`src/shared/els_pkg.sv`:
```
// Constants and state type for the external line source select block
package els_pkg;
	localparam int unsigned ADDR_W = 8;
	localparam int unsigned DATA_W = 32;
	localparam int unsigned LINE_COUNT = 16;
	localparam int unsigned PORT_COUNT = 7;
	localparam int unsigned SEL_W = 4;
	// Register offsets (byte addresses)
	localparam logic [7:0] OFF_SEL_0_3 = 8'h08;
	localparam logic [7:0] OFF_SEL_4_7 = 8'h0C;
	localparam logic [7:0] OFF_SEL_8_11 = 8'h10;
	localparam logic [7:0] OFF_SEL_12_15 = 8'h14;
	localparam logic [7:0] OFF_REMAP_2 = 8'h1C;
	// Field positions
	localparam int unsigned SEL_FIELD_W = 16;
	localparam int unsigned RELEASE_BIT = 10;
	// Highest valid port code (port G)
	localparam logic [3:0] SEL_CODE_MAX = 4'h6;
	// Reset values
	localparam logic [3:0] SEL_RESET = 4'h0;
	localparam logic RELEASE_RESET = 1'b0;
	localparam logic [31:0] RDATA_RESET = 32'h0000_0000;

	typedef struct packed {
		logic [LINE_COUNT-1:0][SEL_W-1:0] sel;
		logic addr_valid_pin_release;
		logic [DATA_W-1:0] rdata;
		logic [PORT_COUNT-1:0][LINE_COUNT-1:0] pins_meta;
		logic [PORT_COUNT-1:0][LINE_COUNT-1:0] pins_sync;
		logic [LINE_COUNT-1:0] ext_line;
	} els_state_s;
endpackage : els_pkg

```
`src/shared/els_mux_if.sv`:
```
// Connection between the register core and the line source multiplexer
`timescale 1ns/1ps
`default_nettype none
interface els_mux_if;
	import els_pkg::*;
	logic [PORT_COUNT-1:0][LINE_COUNT-1:0] pins;
	logic [LINE_COUNT-1:0][SEL_W-1:0] sel;
	logic [LINE_COUNT-1:0] lines;
	modport ctrl (output pins, output sel, input lines);
	modport mux (input pins, input sel, output lines);
endinterface : els_mux_if
`default_nettype wire

```
`src/core/els_line_mux.sv`:
```
// Sixteen line source multiplexers, one selector each
`timescale 1ns/1ps
`default_nettype none
module els_line_mux
	import els_pkg::*;
(
	// Selector and pin side
	els_mux_if.mux mux_if
);
	always_comb
	begin
		for (int i = 0; i < LINE_COUNT; i++)
		begin
			// Reserved codes select no pin and give a quiet low line
			if (mux_if.sel[i] <= SEL_CODE_MAX)
				mux_if.lines[i] = mux_if.pins[mux_if.sel[i][2:0]][i];
			else
				mux_if.lines[i] = 1'b0;
		end
	end
endmodule : els_line_mux
`default_nettype wire

```
`src/core/els_top.sv`:
```
// External line source select registers, line routing and address-valid pin release
`timescale 1ns/1ps
`default_nettype none
module els_top
	import els_pkg::*;
(
	// Clock and reset
	input wire logic i_clock,
	input wire logic i_rstn,
	// Register port
	input wire logic [ADDR_W-1:0] i_addr,
	input wire logic [DATA_W-1:0] i_wdata,
	input wire logic i_wr,
	input wire logic i_rd,
	output logic [DATA_W-1:0] o_rdata,
	// Port pins, index [port][pin]
	input wire logic [PORT_COUNT-1:0][LINE_COUNT-1:0] i_port_pins,
	// External interrupt lines
	output logic [LINE_COUNT-1:0] o_ext_line,
	// Memory controller address-valid strobe and its pin
	input wire logic i_addr_valid_strobe,
	output logic o_addr_valid_pin,
	output logic o_addr_valid_pin_oe,
	output logic o_addr_valid_pin_release
);
	els_state_s state_q;
	els_state_s state_d;
	els_mux_if mux_if ();

	els_line_mux u_mux (
		.mux_if(mux_if.mux)
	);

	assign mux_if.pins = state_q.pins_sync;
	assign mux_if.sel = state_q.sel;

	always_comb
	begin
		state_d = state_q;
		// Pins are asynchronous; two stages before the multiplexer sees them
		state_d.pins_meta = i_port_pins;
		state_d.pins_sync = state_q.pins_meta;
		state_d.ext_line = mux_if.lines;
		state_d.rdata = RDATA_RESET;
		if (i_wr)
		begin
			case (i_addr)
				OFF_SEL_0_3: state_d.sel[3:0] = i_wdata[SEL_FIELD_W-1:0];
				OFF_SEL_4_7: state_d.sel[7:4] = i_wdata[SEL_FIELD_W-1:0];
				OFF_SEL_8_11: state_d.sel[11:8] = i_wdata[SEL_FIELD_W-1:0];
				OFF_SEL_12_15: state_d.sel[15:12] = i_wdata[SEL_FIELD_W-1:0];
				OFF_REMAP_2: state_d.addr_valid_pin_release = i_wdata[RELEASE_BIT];
				default: ;
			endcase
		end
		if (i_rd)
		begin
			// Reserved bits and unmapped offsets read zero
			case (i_addr)
				OFF_SEL_0_3: state_d.rdata[SEL_FIELD_W-1:0] = state_q.sel[3:0];
				OFF_SEL_4_7: state_d.rdata[SEL_FIELD_W-1:0] = state_q.sel[7:4];
				OFF_SEL_8_11: state_d.rdata[SEL_FIELD_W-1:0] = state_q.sel[11:8];
				OFF_SEL_12_15: state_d.rdata[SEL_FIELD_W-1:0] = state_q.sel[15:12];
				OFF_REMAP_2: state_d.rdata[RELEASE_BIT] = state_q.addr_valid_pin_release;
				default: ;
			endcase
		end
	end

	always_ff @(posedge i_clock)
	begin
		if (!i_rstn)
		begin
			state_q.sel <= {LINE_COUNT{SEL_RESET}};
			state_q.addr_valid_pin_release <= RELEASE_RESET;
			state_q.rdata <= RDATA_RESET;
			state_q.pins_meta <= '0;
			state_q.pins_sync <= '0;
			state_q.ext_line <= '0;
		end
		else
			state_q <= state_d;
	end

	assign o_rdata = state_q.rdata;
	assign o_ext_line = state_q.ext_line;
	assign o_addr_valid_pin_release = state_q.addr_valid_pin_release;
	// Strobe passes straight through so its timing to the memory bus is kept
	assign o_addr_valid_pin = state_q.addr_valid_pin_release ? 1'b0 : i_addr_valid_strobe;
	assign o_addr_valid_pin_oe = !state_q.addr_valid_pin_release;

	a_sel_low_write: assert property (@(posedge i_clock) disable iff (!i_rstn)
		(i_wr && i_addr == OFF_SEL_0_3) |=> (state_q.sel[3:0] == $past(i_wdata[15:0])))
		else $error("Lines 0-3 selector write lost");

	a_sel_mid_read: assert property (@(posedge i_clock) disable iff (!i_rstn)
		(i_rd && i_addr == OFF_SEL_4_7 && !i_wr) |=> (o_rdata == {16'h0000, $past(state_q.sel[7:4])}))
		else $error("Lines 4-7 readback wrong");

	a_sel_eight_write: assert property (@(posedge i_clock) disable iff (!i_rstn)
		(i_wr && i_addr == OFF_SEL_8_11) ##1 (i_rd && i_addr == OFF_SEL_8_11)
		|=> (o_rdata[15:0] == $past(i_wdata[15:0], 2)))
		else $error("Lines 8-11 write then read mismatch");

	a_sel_high_resv: assert property (@(posedge i_clock) disable iff (!i_rstn)
		$past(i_rd) && $past(i_addr) == OFF_SEL_12_15 |-> (o_rdata[31:16] == 16'h0000))
		else $error("Lines 12-15 reserved bits not zero");

	a_route_valid: assert property (@(posedge i_clock) disable iff (!i_rstn)
		(state_q.sel[9] <= SEL_CODE_MAX && $stable(state_q.sel[9]))
		|=> (o_ext_line[9] == $past(state_q.pins_sync[state_q.sel[9][2:0]][9])))
		else $error("Line 9 not routed from selected port");

	a_route_resv: assert property (@(posedge i_clock) disable iff (!i_rstn)
		(state_q.sel[5] > SEL_CODE_MAX) |=> !o_ext_line[5])
		else $error("Reserved code drove line 5");

	a_pin_release: assert property (@(posedge i_clock) disable iff (!i_rstn)
		(i_wr && i_addr == OFF_REMAP_2 && i_wdata[10]) |=> !o_addr_valid_pin_oe)
		else $error("Address-valid pin still driven after release");

	a_pin_drive: assert property (@(posedge i_clock) disable iff (!i_rstn)
		!o_addr_valid_pin_release |-> (o_addr_valid_pin_oe && o_addr_valid_pin == i_addr_valid_strobe))
		else $error("Address-valid strobe not on pin");

	a_release_hold: assert property (@(posedge i_clock) disable iff (!i_rstn)
		!(i_wr && i_addr == OFF_REMAP_2) |=> $stable(o_addr_valid_pin_release))
		else $error("Release bit changed without a write");

	// Write landing and readback for the remaining selector fields
	a_sel_mid_write: assert property (@(posedge i_clock) disable iff (!i_rstn)
		(i_wr && i_addr == OFF_SEL_4_7)
		|=> (state_q.sel[7:4] == $past(i_wdata[15:0])))
		else $error("Lines 4-7 selector write lost");

	a_sel_third_write: assert property (@(posedge i_clock) disable iff (!i_rstn)
		(i_wr && i_addr == OFF_SEL_8_11)
		|=> (state_q.sel[11:8] == $past(i_wdata[15:0])))
		else $error("Lines 8-11 selector write lost");

	a_sel_top_write: assert property (@(posedge i_clock) disable iff (!i_rstn)
		(i_wr && i_addr == OFF_SEL_12_15)
		|=> (state_q.sel[15:12] == $past(i_wdata[15:0])))
		else $error("Lines 12-15 selector write lost");

	a_sel_low_read: assert property (@(posedge i_clock) disable iff (!i_rstn)
		(i_rd && i_addr == OFF_SEL_0_3 && !i_wr)
		|=> (o_rdata == {16'h0000, $past(state_q.sel[3:0])}))
		else $error("Lines 0-3 readback wrong");

	a_sel_third_read: assert property (@(posedge i_clock) disable iff (!i_rstn)
		(i_rd && i_addr == OFF_SEL_8_11 && !i_wr)
		|=> (o_rdata == {16'h0000, $past(state_q.sel[11:8])}))
		else $error("Lines 8-11 readback wrong");

	a_sel_top_read: assert property (@(posedge i_clock) disable iff (!i_rstn)
		(i_rd && i_addr == OFF_SEL_12_15 && !i_wr)
		|=> (o_rdata == {16'h0000, $past(state_q.sel[15:12])}))
		else $error("Lines 12-15 readback wrong");

	// Selectors move only on a register write, never on their own
	a_sel_hold: assert property (@(posedge i_clock) disable iff (!i_rstn)
		!i_wr
		|=> $stable(state_q.sel))
		else $error("Selectors changed without a write");

	// Read data stands one cycle, then returns to zero
	a_rdata_idle: assert property (@(posedge i_clock) disable iff (!i_rstn)
		!i_rd
		|=> (o_rdata == RDATA_RESET))
		else $error("Read data present without a read");

	a_remap_read: assert property (@(posedge i_clock) disable iff (!i_rstn)
		(i_rd && i_addr == OFF_REMAP_2 && !i_wr)
		|=> (o_rdata == {21'h00_0000, $past(state_q.addr_valid_pin_release), 10'h000}))
		else $error("Release bit readback wrong");

	a_pin_reconnect: assert property (@(posedge i_clock) disable iff (!i_rstn)
		(i_wr && i_addr == OFF_REMAP_2 && !i_wdata[RELEASE_BIT])
		|=> o_addr_valid_pin_oe)
		else $error("Address-valid pin not driven after reconnect");

	// Released pin also held low, so a stale strobe cannot leak out
	a_pin_quiet: assert property (@(posedge i_clock) disable iff (!i_rstn)
		o_addr_valid_pin_release
		|-> (!o_addr_valid_pin_oe && !o_addr_valid_pin))
		else $error("Released pin still carries the strobe");

	// Routing at both ends of the line range
	a_route_first: assert property (@(posedge i_clock) disable iff (!i_rstn)
		(state_q.sel[0] <= SEL_CODE_MAX)
		|=> (o_ext_line[0] == $past(state_q.pins_sync[state_q.sel[0][2:0]][0])))
		else $error("Line 0 not routed from selected port");

	a_route_last: assert property (@(posedge i_clock) disable iff (!i_rstn)
		(state_q.sel[15] <= SEL_CODE_MAX)
		|=> (o_ext_line[15] == $past(state_q.pins_sync[state_q.sel[15][2:0]][15])))
		else $error("Line 15 not routed from selected port");

	a_route_resv_top: assert property (@(posedge i_clock) disable iff (!i_rstn)
		(state_q.sel[15] > SEL_CODE_MAX)
		|=> !o_ext_line[15])
		else $error("Reserved code drove line 15");

	// Main scenarios the bench should reach
	c_port_g: cover property (@(posedge i_clock) disable iff (!i_rstn)
		i_wr && i_addr == OFF_SEL_12_15 && i_wdata[3:0] == SEL_CODE_MAX);
	c_release: cover property (@(posedge i_clock) disable iff (!i_rstn)
		$rose(o_addr_valid_pin_release));
	c_resv_code: cover property (@(posedge i_clock) disable iff (!i_rstn)
		state_q.sel[0] > SEL_CODE_MAX);
	c_back_to_back: cover property (@(posedge i_clock) disable iff (!i_rstn)
		(i_wr && i_addr == OFF_SEL_8_11) ##1 (i_rd && i_addr == OFF_SEL_8_11));
	c_reconnect: cover property (@(posedge i_clock) disable iff (!i_rstn)
		$fell(o_addr_valid_pin_release));
endmodule : els_top
`default_nettype wire

```
`config.mk`:
```
export PLATFORM = sky130hd
export DESIGN_NAME = els_top
export DESIGN_NICKNAME = d
export VERILOG_FILES = /design/src/shared/els_pkg.sv /design/src/shared/els_mux_if.sv /design/src/core/els_line_mux.sv /design/src/core/els_top.sv
export SDC_FILE = /design/constraint.sdc
export NUM_CORES = 1
export LEC_CHECK = 0
export ABC_AREA = 1
export BUFFER_PORTS_ARGS = -buffer_cell sky130_fd_sc_hd__buf_2
export CORE_UTILIZATION = 50
export DETAILED_ROUTE_END_ITERATION = 16
export PLACE_DENSITY = 0.82
export SLEW_MARGIN = 20
export SYNTH_ARGS = -nofsm -noshare
export SYNTH_HDL_FRONTEND = slang
export SYNTH_HIERARCHICAL = 1
export SYNTH_SLANG_ARGS = --single-unit
```
`constraint.sdc`:
```
create_clock -name i_clock -period 1.3 [get_ports i_clock]
set_clock_uncertainty 0.05 [all_clocks]
set_input_delay 0.065 -clock i_clock [delete_from_list [all_inputs] [get_ports i_clock]]
set_output_delay 0.065 -clock i_clock [all_outputs]
set_load 0.02 [all_outputs]
```
# Word level (Yosys, flattened, before mapping)
# Cells that the tools add are included.
[op_classes]
magnitude_cmp = 32
muxes = 36
n_eq_ne = 5
reduce_logical = 23
[op_table]
columns = ["operator", "n"]
rows = [
  ["16-bit binary-select mux with 3-bit select", 16],
  ["4-bit by 3-bit <= comparator with 1-bit output (second input constant)", 16],
  ["3-bit by 4-bit less-than comparator with 1-bit output (second input constant)", 16],
  ["2-bit AND reduction", 22],
  ["10-bit one-hot mux with 4 select lines", 1],
  ["8-bit by 5-bit == test with 1-bit output (second input constant)", 3],
  ["5-bit one-hot mux with 4 select lines", 1],
  ["8-bit by 4-bit == test with 1-bit output (second input constant)", 2],
  ["16-bit two-way mux", 1],
  ["15-bit two-way mux", 1],
  ["14-bit two-way mux", 1],
  ["13-bit two-way mux", 1],
  ["12-bit two-way mux", 1],
  ["11-bit two-way mux", 1],
  ["10-bit two-way mux", 1],
  ["9-bit two-way mux", 1],
  ["8-bit two-way mux", 1],
  ["7-bit two-way mux", 1],
  ["6-bit two-way mux", 1],
  ["5-bit two-way mux", 1],
  ["1-bit one-hot mux with 5 select lines", 1],
  ["4-bit two-way mux", 1],
  ["3-bit two-way mux", 1],
  ["1-bit two-way mux", 2],
  ["other kinds (2)", 2],
]
[totals]
reg_bits = 337
out_inout_bits = 51

# Logic depth before layout (Yosys ltp)
# Gate-level depths: netlist of the first run.
[logic_depth]
word_depth = 2
mapped_depth = 9

# By module
# The synthesis of the first run kept the hierarchy.
[by_module_without_submodules]
columns = ["module", "cells_per_inst", "instances", "area_each_um2", "seq_area_each_um2"]
rows = [
  ["els_top", 1245, 1, 10303.6, 6426.2],
  ["els_line_mux", 416, 1, 1641.6, 0.0],
]

# Worst setup path before layout of the first run
# Ideal clock, no wire load.
[synth_path]
path_type = "input port to flip-flop"
from = "in i_addr[5]"
to = "reg mux_if.sel[32] (netlist name)"
setup_ns = 0.113
setup_slack_ns = 0.224
t_required_ns = 1.137
n_path_buf = 1
t_arrival_ns = 0.913
stages = 9
path_cell_list = "inv_2 -> nand2_1 -> nor2_4 -> nand2_1 -> nor2_4 -> inv_2 -> buf_6 -> nor2_1 -> nor2_1"
[synth_between]
elab_chain_cells = 2
[synth_lines]
columns = ["element", "line", "text"]
rows = [
  ["start: declaration", "els_top.sv:11", "input wire logic [ADDR_W-1:0] i_addr,"],
  ["8-bit by 5-bit == test with 1-bit output", "els_top.sv:47", "case (i_addr)"],
  ["2-bit AND reduction (no line)", "-", ""],
]
# Every way passes these cells.
# A chain may end at the register's enable or synchronous reset.

# Worst setup path after layout of the first run
[layout_path]
from = "in i_addr[5]"
to = "reg mux_if.sel[22] (netlist name)"
[layout_between]
elab_chain_cells = 2
[layout_lines]
columns = ["element", "line"]
rows = [
  ["8-bit by 4-bit == test with 1-bit output", "els_top.sv:47"],
  ["2-bit AND reduction (no line)", "-"],
]
# Every way passes these cells.

==> qor.yml, run 1 <==
logic_synthesis:
  syn_avg_cell_area_um2: 7.192
  yosysUniqueCellTypes: 23
  syn_inst: 1661
  ys.warnings.count: 6
  synth-edff-count: 0
  synth.top_cells.by_area: "dfxtp_1 54%, nand2_1 16%, inv_1 12%"
  synth_top_area_share_pct: 53.80
  ys_ff_latch: 321
  synth.most_common_cell: "nand2_1"
  synth_seq_area_share_pct: 53.80
  yosys.area.top_type: "dfxtp_1"
  synth_flop_cell: "dfxtp_1"
  synth_commonest_cells: "516 x nand2_1, 390 x inv_1, 321 x dfxtp_1"
  synthArstFlopShare_pct: 0
  syn_area_um2: 11950
power:
  p_seq_share_pct: 48.9
  vdd_drop_max_v: 0.0009398
  power.internal_w: 0.01644
  combPwrFrac_pct: 6.9
  clkPwrFrac_pct: 44.1
  power_density_nw_per_um2: 1313
  switching_share_pct: 21.79
  p_sw_w: 0.004582
  leakagePower_nw: 9.144
timing:
  hold_viol: 0
  slew_viol_final: 0
  slew_headroom_pct: 64.52
  layout_setup_ws_ns: -0.03806
  post-route-period-util_pct: 102.9
  fmax_mhz: 747.4
  fin_crit_ns: 1.338
  setup_viol: 1
  tightestPinTransition_ns: 0.5316
detailed_routing:
  antenna_left: 0
  drc: 0
  routed_wl_um: 32810
  post_drt_wl_per_cell_um: 14.00
  detail_route.vias_per_cell: 4.651
  num_vias: 10901
  first_iter_violations: 899
  first_pass_iters: 6
setup_path:
  end_kind: "register"
  critical_path_class: "input pin to register"
  path_cells: "dlygate4sd3_1, inv_4, nand2_2, nor2_4, nand2_4, nor2_8, clkbuf_16, o21ai_0, nor2_1"
  setup.worst_path.start_class: "input pin"
  cp_slowest_stage_delay_ns: 0.57
  path_max_fanout: 8
  critPathSlowestCell: "dlygate4sd3_1"
  critPathRequiredTime_ns: 1.72
  worstPathArrival_ns: 1.76
finish:
  drive_gt1_share_pct: 15.91
  fin_nets: 2159
  nFillCells: 1675
  syn2layout_area_growth_pct: 34.03
  register_area_um2: 6432
  multi_input_area_um2: 3671
  final_util_pct: 68.21
floorplan:
  io_pins: 208
  row_count: 56
  dieArea_um2: 24510
  initial_core_util_pct: 50.89
  design.core.area_um2: 23470
  chipHeight_um: 156.6
  die_w_um: 156.6
status:
  outcome: "finished, violations left"
  violations: "setup timing"
clocking:
  cts_tree: "built"
  cts_root_buf: "clkbuf_16"
  clk_path_buf_depth: 3
  cts.sinks: 321
  clk_pin_slew_worst_paths_ns: 0.07
  numCtsBuffers: 30
  worstSkewPairLatency_ns: 0.55
  h-tree-depth: 1
global_route:
  grt_max_degree: 88
  grt_util_met3_pct: 4.514
  grt_pass1_vias: 10347
  global_route.usage.met2_pct: 46.09
  grtUsageTotal_pct: 26.01
  grt-ovfl-total: 0
  grt_pass1_wl_um: 49660
  groute.layer.met1.usage_pct: 30.60
  antenna_found_initial: 1
  grt-busiest-layer: "met2"
min_path:
  min_path_type: "input pin to register"
job:
  drv_cap: 0
placed_design:
  place_ws_ns: -0.02146
  port_buffers: 175
  gp_congestion: 0.9019
  place_hpwl_um: 19160
## critical path: cells and delay by family
| family | cells | cell delay (ns) |
|---|---|---|
| AOI/OAI and AO/OA | 1 | 0.12 |
| and+or+nand+nor | 5 | 0.71 |
| buffers and inverters | 3 | 0.85 |
## sequential cells by signal, summed over array words and instances (netlist names)
signal and count:
mux_if.pins 112, o_rdata 16, o_ext_line 16, state_d 112, o_addr_valid_pin_release 1, mux_if.sel 64
## path summary, 6_finish.rpt
path	from	endpoint	slack [ns]	depth (start not counted)
max	i_addr[5]	mux_if.sel[22]	-0.04	9
max reg2reg	mux_if.sel[4]	o_ext_line[1]	0.05	8
min reg2reg	state_d[86]	mux_if.pins[70]	0.35	2
min	i_addr[0]	o_rdata[10]	0.08	8
## stage by stage
| stage | cell area, um^2 | instances | hold slack [ns] | TNS [ns] | total power (W) |
|---|---|---|---|---|---|
| detailed placement | 13180 | 2130 | 0.1998 | -0.1642 | 0.01149 |
| global placement | 13180 | 2130 | 0.1973 | 0 | 0.01147 |
| global route | 16010 | 2344 | 0.1336 | -0.07108 | 0.02171 |
| floorplan | 12000 | 1676 | 0.1126 | 0 | 0.01108 |
| CTS | 15790 | 2339 | -0.02859 | 0 | 0.02096 |
| finish | 16010 | 2344 | 0.08078 | -0.03806 | 0.02102 |
## power groups by stage
stage / Sequential, W / Clock [W] / Combinational (W)
finish: 0.0103 / 0.00927 / 0.00146
global route: 0.0103 / 0.00980 / 0.00160
CTS: 0.0103 / 0.00932 / 0.00136
detailed placement: 0.0105 / 0 / 0.000995
global placement: 0.0105 / 0 / 0.000974
floorplan: 0.0105 / 0 / 0.000600
## cells by family after synthesis
| family | synth area share, % |
|---|---|
| AO/OA/AOI/OAI | 2.828 |
| other | 0.03139 |
| flip-flops | 53.80 |
| buffers and inverters | 16.21 |
| AND/OR/NAND/NOR | 27.13 |
## per-layer routing
metal / part of all wire (%) / wire length, um
met1: 39 / 12870
met2: 49 / 16110
met3: 7.5 / 2451
met4: 4.2 / 1388
met5: 0 / 0
## area by class of cell
class / instances / share of cell area (%)
Inverter: 415 / 9.839
Antenna cell: 1 / 0.01563
Multi-Input combinational cell: 875 / 22.93
Timing Repair Buffer: 359 / 17.95
Clock inverter: 15 / 1.313
Clock buffer: 39 / 5.283
Sequential cell: 321 / 40.18
Tap cell: 319 / 2.493
## placed cells by master, fill, tap and decap left out, types with 3 or more instances in the layout
cell / count
nand2_1: 513
inv_1: 388
dfxtp_1: 316
buf_2: 168
nor2_1: 151
dlygate4sd3_1: 151
nand3_1: 92
clkbuf_16: 35
o21ai_1: 30
inv_2: 23
o21ai_0: 19
buf_4: 19
a21oi_1: 17
conb_1: 16
nor2_2: 15
buf_12: 9
nor2_4: 8
clkinv_2: 7
nand2_2: 5
bufinv_16: 5
dfxtp_2: 5
nand2_4: 4
clkbuf_1: 4
clkbuf_8: 4
dlymetal6s4s_1: 4
buf_6: 3
## what timing repair did
action | 4_1_cts | 5_1_grt
setup endpoints to repair | 0 | 70
gates resized for setup | 0 | 36
endpoints found under the hold margin | 189 | 1
hold buffers | 155 | 1
setup buffers | 0 | 5
No activity file was read; power rests on OpenSTA's default activity.
==> inputs of run 2 (changes only) <==
- RECOVER_POWER: default -> 25
==> qor.yml, run 2 (synthesized netlist as in run 1, its figures left out) <==
status:
  outcome: "finished, violations left"
  violations: "setup timing"
finish:
  final_util_pct: 68.17  # about the same
  fin_nets: 2159  # unchanged
  layout_common_cells: "513 x nand2_1, 388 x inv_1, 316 x dfxtp_1, 168 x buf_2"
  drive_gt1_share_pct: 15.81  # -0.099 points
  register_area_um2: 6432  # unchanged
  syn2layout_area_growth_pct: 33.95  # about the same
  multi_input_area_um2: 3671  # unchanged
  final_common_cell: "nand2_1"
  fin_area_um2: 16000  # about the same
  nFillCells: 1680  # +0.30%
clocking:
  h-tree-depth: 1  # unchanged
  cts_tree: "built"
  worstSkewPairLatency_ns: 0.55  # about the same
  cts_root_buf: "clkbuf_16"
  numCtsBuffers: 30  # unchanged
  cts.sinks: 321  # unchanged
  clk_path_buf_depth: 3  # unchanged
  clk_pin_slew_worst_paths_ns: 0.07  # about the same
global_route:
  grt_pass1_vias: 10347  # unchanged
  grtUsageTotal_pct: 26.01  # unchanged
  global_route.usage.met2_pct: 46.09  # unchanged
  grt_pass1_wl_um: 49660  # unchanged
  antenna_found_initial: 1  # unchanged
  grt_max_degree: 88  # unchanged
  grt-ovfl-total: 0  # unchanged
  grt_util_met3_pct: 4.514  # unchanged
  groute.layer.met1.usage_pct: 30.60  # unchanged
  grt-busiest-layer: "met2"
power:
  vdd_drop_max_v: 0.0009430  # +0.34%
  p_sw_w: 0.004584  # about the same
  power.internal_w: 0.01644  # about the same
  leakagePower_nw: 9.136  # about the same
  switching_share_pct: 21.81  # about the same
  p_seq_share_pct: 48.9  # about the same
  clkPwrFrac_pct: 44.1  # about the same
  combPwrFrac_pct: 6.9  # about the same
  power_density_nw_per_um2: 1314  # about the same
timing:
  post-route-period-util_pct: 101.7  # -1.3 points
  setup_viol: 1  # unchanged
  fmax_mhz: 756.7  # +1.3%
  fin_hold_ws_ns: 0.08362  # +0.002841 ns
  slew_headroom_pct: 65.58  # +1.1 points
  slew_viol_final: 0  # unchanged
  hold_viol: 0  # unchanged
  tightestPinTransition_ns: 0.5157  # -0.01592 ns
  fin_crit_ns: 1.322  # -0.01654 ns
  layout_setup_ws_ns: -0.02152  # +0.01654 ns
placed_design:
  placedInstanceArea_um2: 13180  # unchanged
  gp_congestion: 0.9019  # unchanged
  port_buffers: 175  # unchanged
  place_ws_ns: -0.02146  # unchanged
  place_hpwl_um: 19160  # unchanged
detailed_routing:
  antenna_left: 0  # unchanged
  first_pass_iters: 5  # -1
  detail_route.vias_per_cell: 4.608  # -0.91%
  first_iter_violations: 894  # -0.56%
  num_vias: 10802  # -0.91%
  routed_wl_um: 32780  # about the same
  post_drt_wl_per_cell_um: 13.98  # about the same
  drc: 0  # unchanged
setup_path:
  critical_path_class: "input pin to register"
  critPathRequiredTime_ns: 1.72  # about the same
  path_cells: "dlygate4sd3_1, inv_4, nand2_2, nor2_4, nand2_4, nor2_8, clkbuf_16, o21ai_0, nor2_1"
  path_max_fanout: 8  # unchanged
  cp_slowest_stage_delay_ns: 0.57  # about the same
  critPathBufInv: 3  # unchanged
  critPathSlowestCell: "dlygate4sd3_1"
  end_kind: "register"
  setup.worst_path.start_class: "input pin"
  cpLargestDelayFamily: "buffers and inverters"
  worstPathArrival_ns: 1.74  # -0.02 ns
floorplan:
  design.core.area_um2: 23470  # unchanged
  chipHeight_um: 156.6  # unchanged
  io_pins: 208  # unchanged
  initial_core_util_pct: 50.89  # unchanged
  die_w_um: 156.6  # unchanged
  dieArea_um2: 24510  # unchanged
  row_count: 56  # unchanged
job:
  drv_cap: 0  # unchanged
min_path:
  min_path_type: "input pin to register"
## run 2: changes by cell type in the layout (fill, tap and decap cells not counted), sizes merged
cell	delta
buf	-3
clkbuf	+3
## run 2: path summary, 6_finish.rpt
path | start | to | slack, ns | cells past startpoint
worst min register to register | state_d[86] | mux_if.pins[70] | 0.35 | 2
worst max register to register | mux_if.sel[4] | o_ext_line[1] | 0.04 | 8
worst max-delay path | i_addr[5] | mux_if.sel[22] | -0.02 | 9
worst min-delay path | i_addr[0] | o_rdata[10] | 0.08 | 8
## run 2: cell type report
type	count	area share (%)
Timing Repair Buffer	359	17.90
Tap cell	319	2.495
Antenna cell	1	0.01564
Clock buffer	39	5.286
Clock inverter	15	1.314
Inverter	415	9.845
Sequential cell	321	40.20
Multi-Input combinational cell	875	22.94
## run 2: layer usage
metal	vias up	wire (um)
li1	5388	-
met1	4837	12980
met2	483	16170
met3	94	2328
met4	0	1299
met5	-	0
## run 2: metrics by stage
stage	TNS, ns	std cells	power [W]
3_5_place_dp	-0.1642	2130	0.01149
6_report	-0.02152	2344	0.02102
5_1_grt	-0.08152	2344	0.02170
2_1_floorplan	0	1676	0.01108
4_1_cts	0	2339	0.02096
3_3_place_gp	0	2130	0.01147
## run 2: timing repair
item / CTS / global route
buffers inserted: 0 / 5
hold buffers: 155 / 1
setup endpoints to repair: 0 / 70
hold endpoints to repair: 189 / 1
resized for setup: 0 / 36
## run 2: power groups by stage
| stage | registers [W] | clock network [W] | logic (W) |
|---|---|---|---|
| 3_3_place_gp | 0.0105 | 0 | 0.000974 |
| 5_1_grt | 0.0103 | 0.00980 | 0.00159 |
| 2_1_floorplan | 0.0105 | 0 | 0.000600 |
| 6_report | 0.0103 | 0.00928 | 0.00146 |
| 4_1_cts | 0.0103 | 0.00932 | 0.00136 |
| 3_5_place_dp | 0.0105 | 0 | 0.000995 |
## run 2: tightest hold or removal path, cell delays in order
cell	delay (ns)
buf_2	0.10
inv_2	0.04
nand2_4	0.10
nor2_4	0.06
nand3_1	0.07
nand3_1	0.07
nor2_1	0.09
nor2_1	0.04
==> inputs of run 3 (changes only) <==
- GPL_TIMING_DRIVEN: default -> 0
==> qor.yml, run 3 (synthesized netlist as in run 1, its figures left out) <==
floorplan:
  io_pins: 208  # unchanged
  chipHeight_um: 156.6  # unchanged
  dieArea_um2: 24510  # unchanged
  design.core.area_um2: 23470  # unchanged
  row_count: 56  # unchanged
  initial_core_util_pct: 50.89  # unchanged
  die_w_um: 156.6  # unchanged
timing:
  setup_viol: 0  # -1
  slew_viol_final: 0  # unchanged
  slew_headroom_pct: 45.52  # -20 points
  fin_hold_ws_ns: 0.04324  # -0.04038 ns
  post-route-period-util_pct: 98.29  # -3.4 points
  fmax_mhz: 782.6  # +3.4%
  fin_crit_ns: 1.278  # -0.04378 ns
  hold_viol: 0  # unchanged
  tightestPinTransition_ns: 0.8172  # +0.3015 ns
clocking:
  cts_tree: "built"
  h-tree-depth: 1  # unchanged
  clk_pin_slew_worst_paths_ns: 0.06  # about the same
  worstSkewPairLatency_ns: 0.55  # about the same
  clk_path_buf_depth: 3  # unchanged
  cts_root_buf: "clkbuf_16"
  numCtsBuffers: 30  # unchanged
  cts.sinks: 321  # unchanged
power:
  vdd_drop_max_v: 0.001070  # +14%
  clkPwrFrac_pct: 43.5  # -0.6 points
  power_w: 0.02081  # -0.99%
  switching_share_pct: 22.26  # +0.46 points
  power.internal_w: 0.01618  # -1.6%
  combPwrFrac_pct: 7.1  # +0.2 points
  leakagePower_nw: 9.055  # -0.89%
  p_sw_w: 0.004633  # +1.1%
  power_density_nw_per_um2: 1325  # +0.85%
  p_seq_share_pct: 49.4  # +0.5 points
detailed_routing:
  first_iter_violations: 955  # +6.8%
  post_drt_wl_per_cell_um: 14.64  # +4.7%
  detail_route.vias_per_cell: 4.636  # +0.60%
  routed_wl_um: 34600  # +5.6%
  drc: 0  # unchanged
  first_pass_iters: 5  # unchanged
  num_vias: 10955  # +1.4%
  antenna_left: 0  # unchanged
finish:
  antenna_cells: 0  # -1
  fin_nets: 2179  # +0.93%
  syn2layout_area_growth_pct: 31.50
  layout_common_cells: "516 x nand2_1, 390 x inv_1, 310 x dfxtp_1, 181 x buf_2, 152 x nor2_1"
  multi_input_area_um2: 3641  # -0.82%
  nFillCells: 1763  # +4.9%
  drive_gt1_share_pct: 16.34  # +0.53 points
  register_area_um2: 6440  # +0.12%
  final_common_cell: "nand2_1"
global_route:
  grt-ovfl-total: 0  # unchanged
  antenna_found_initial: 0  # -1
  grtUsageTotal_pct: 28.06  # +2.0 points
  grt_pass1_wl_um: 52660  # +6.0%
  grt_max_degree: 16  # -82%
  grt_pass1_vias: 10625  # +2.7%
setup_path:
  reg2reg_to: "o_ext_line[10]"
  path_max_fanout: 10  # +2
  end_kind: "register"
  worstRegToRegCells: 7  # -1
  r2r-start: "mux_if.sel[40]"
  critPathBufInv: 4  # +1
  critical_path_class: "input pin to register"
  worstPathArrival_ns: 1.64  # -0.10 ns
  cp_slowest_stage_delay_ns: 0.68  # +0.11 ns
  cpLargestDelayFamily: "buffers and inverters"
  setup.worst_path.start_class: "input pin"
  critPathSlowestCell: "dlygate4sd3_1"
  path_cells: "buf_2, dlygate4sd3_1, inv_1, clkbuf_1, a21oi_1"
  rrSetupSlack_ns: 0.06  # +0.02 ns
  critPathRequiredTime_ns: 1.66  # -0.06 ns
min_path:
  min_path_type: "input pin to register"
  worstHoldStart: "i_addr[2]"
  hold_depth: 7  # -1
  hold_end: "o_rdata[10]"
placed_design:
  gp_congestion: 0.9092  # +0.81%
  port_buffers: 173  # -1.1%
  place_hpwl_um: 22380  # +17%
job:
  drv_cap: 0  # unchanged
status:
  outcome: "finished, final reports clean"
==> run 3: area by class of cell <==
class                           instances  area share [%]
Multi-Input combinational cell        875           23.18
Clock buffer                           40           5.600
Clock inverter                         14          0.9957
Buffer                                 65           2.350
Tap cell                              319           2.541
Sequential cell                       321           41.00
Timing Repair Buffer                  314           14.40
Inverter                              415           9.933
==> run 3: worst reg2reg max path, cell delays in order (launching register included) <==
cell     delay [ns]
dfxtp_2        0.40
nand2_1        0.11
nand3_1        0.12
nand2_1        0.09
nor2_1         0.18
nor2_1         0.07
nand2_1        0.06
inv_1          0.05
==> run 3: worst max-delay path by stage <==
stage                              from          endpoint  slack, ns  cells past startpoint
6_report                         i_rstn    mux_if.sel[58]       0.02                      5
5_1_grt                       i_addr[3]    mux_if.sel[30]     -0.006                     10
4_1_cts        o_addr_valid_pin_release  o_addr_valid_pin       0.02                      2
3_5_place_dp                  i_addr[7]        o_rdata[5]      -0.14                      9
3_3_place_gp                  i_addr[7]        o_rdata[5]      -0.11                      9
2_1_floorplan                 i_addr[5]    mux_if.sel[32]       0.22                      9
==> run 3: power by group through the flow <==
stage	logic (W)	registers, W	clock network [W]
2_1_floorplan	0.000600	0.0105	0
3_3_place_gp	0.00108	0.0105	0
3_5_place_dp	0.00110	0.0105	0
4_1_cts	0.00142	0.0103	0.00910
5_1_grt	0.00162	0.0103	0.00954
6_report	0.00149	0.0103	0.00904
==> run 3: what timing repair did <==
action / CTS / global route
resized for setup: 0 / 15
hold buffers: 135 / 0
buffers inserted: 0 / 7
endpoints found under the hold margin: 183 / 0
endpoints found under the setup margin: 0 / 30
==> run 3: stage by stage <==
step / instance area, um^2 / utilization [%] / setup slack, ns / instances / TNS, ns
finish: 15710 / 66.92 / 0.02226 / 2363 / 0
global route: 15710 / 66.92 / -0.005655 / 2363 / -0.005655
CTS: 15650 / 66.69 / 0.01623 / 2357 / 0
detailed placement: 13270 / 56.52 / -0.1378 / 2168 / -4.110
global placement: 13270 / 56.52 / -0.1113 / 2168 / -2.118
floorplan: 12000 / - / 0.2241 / 1676 / 0
==> run 3: routing by layer <==
layer	GRT usage [%]	vias to the layer above	part of all wire, %
li1	-	5415	-
met1	33.12	4844	38
met2	49.68	575	49
met3	4.320	121	8.3
met4	13.49	0	4.7
met5	0	-	0
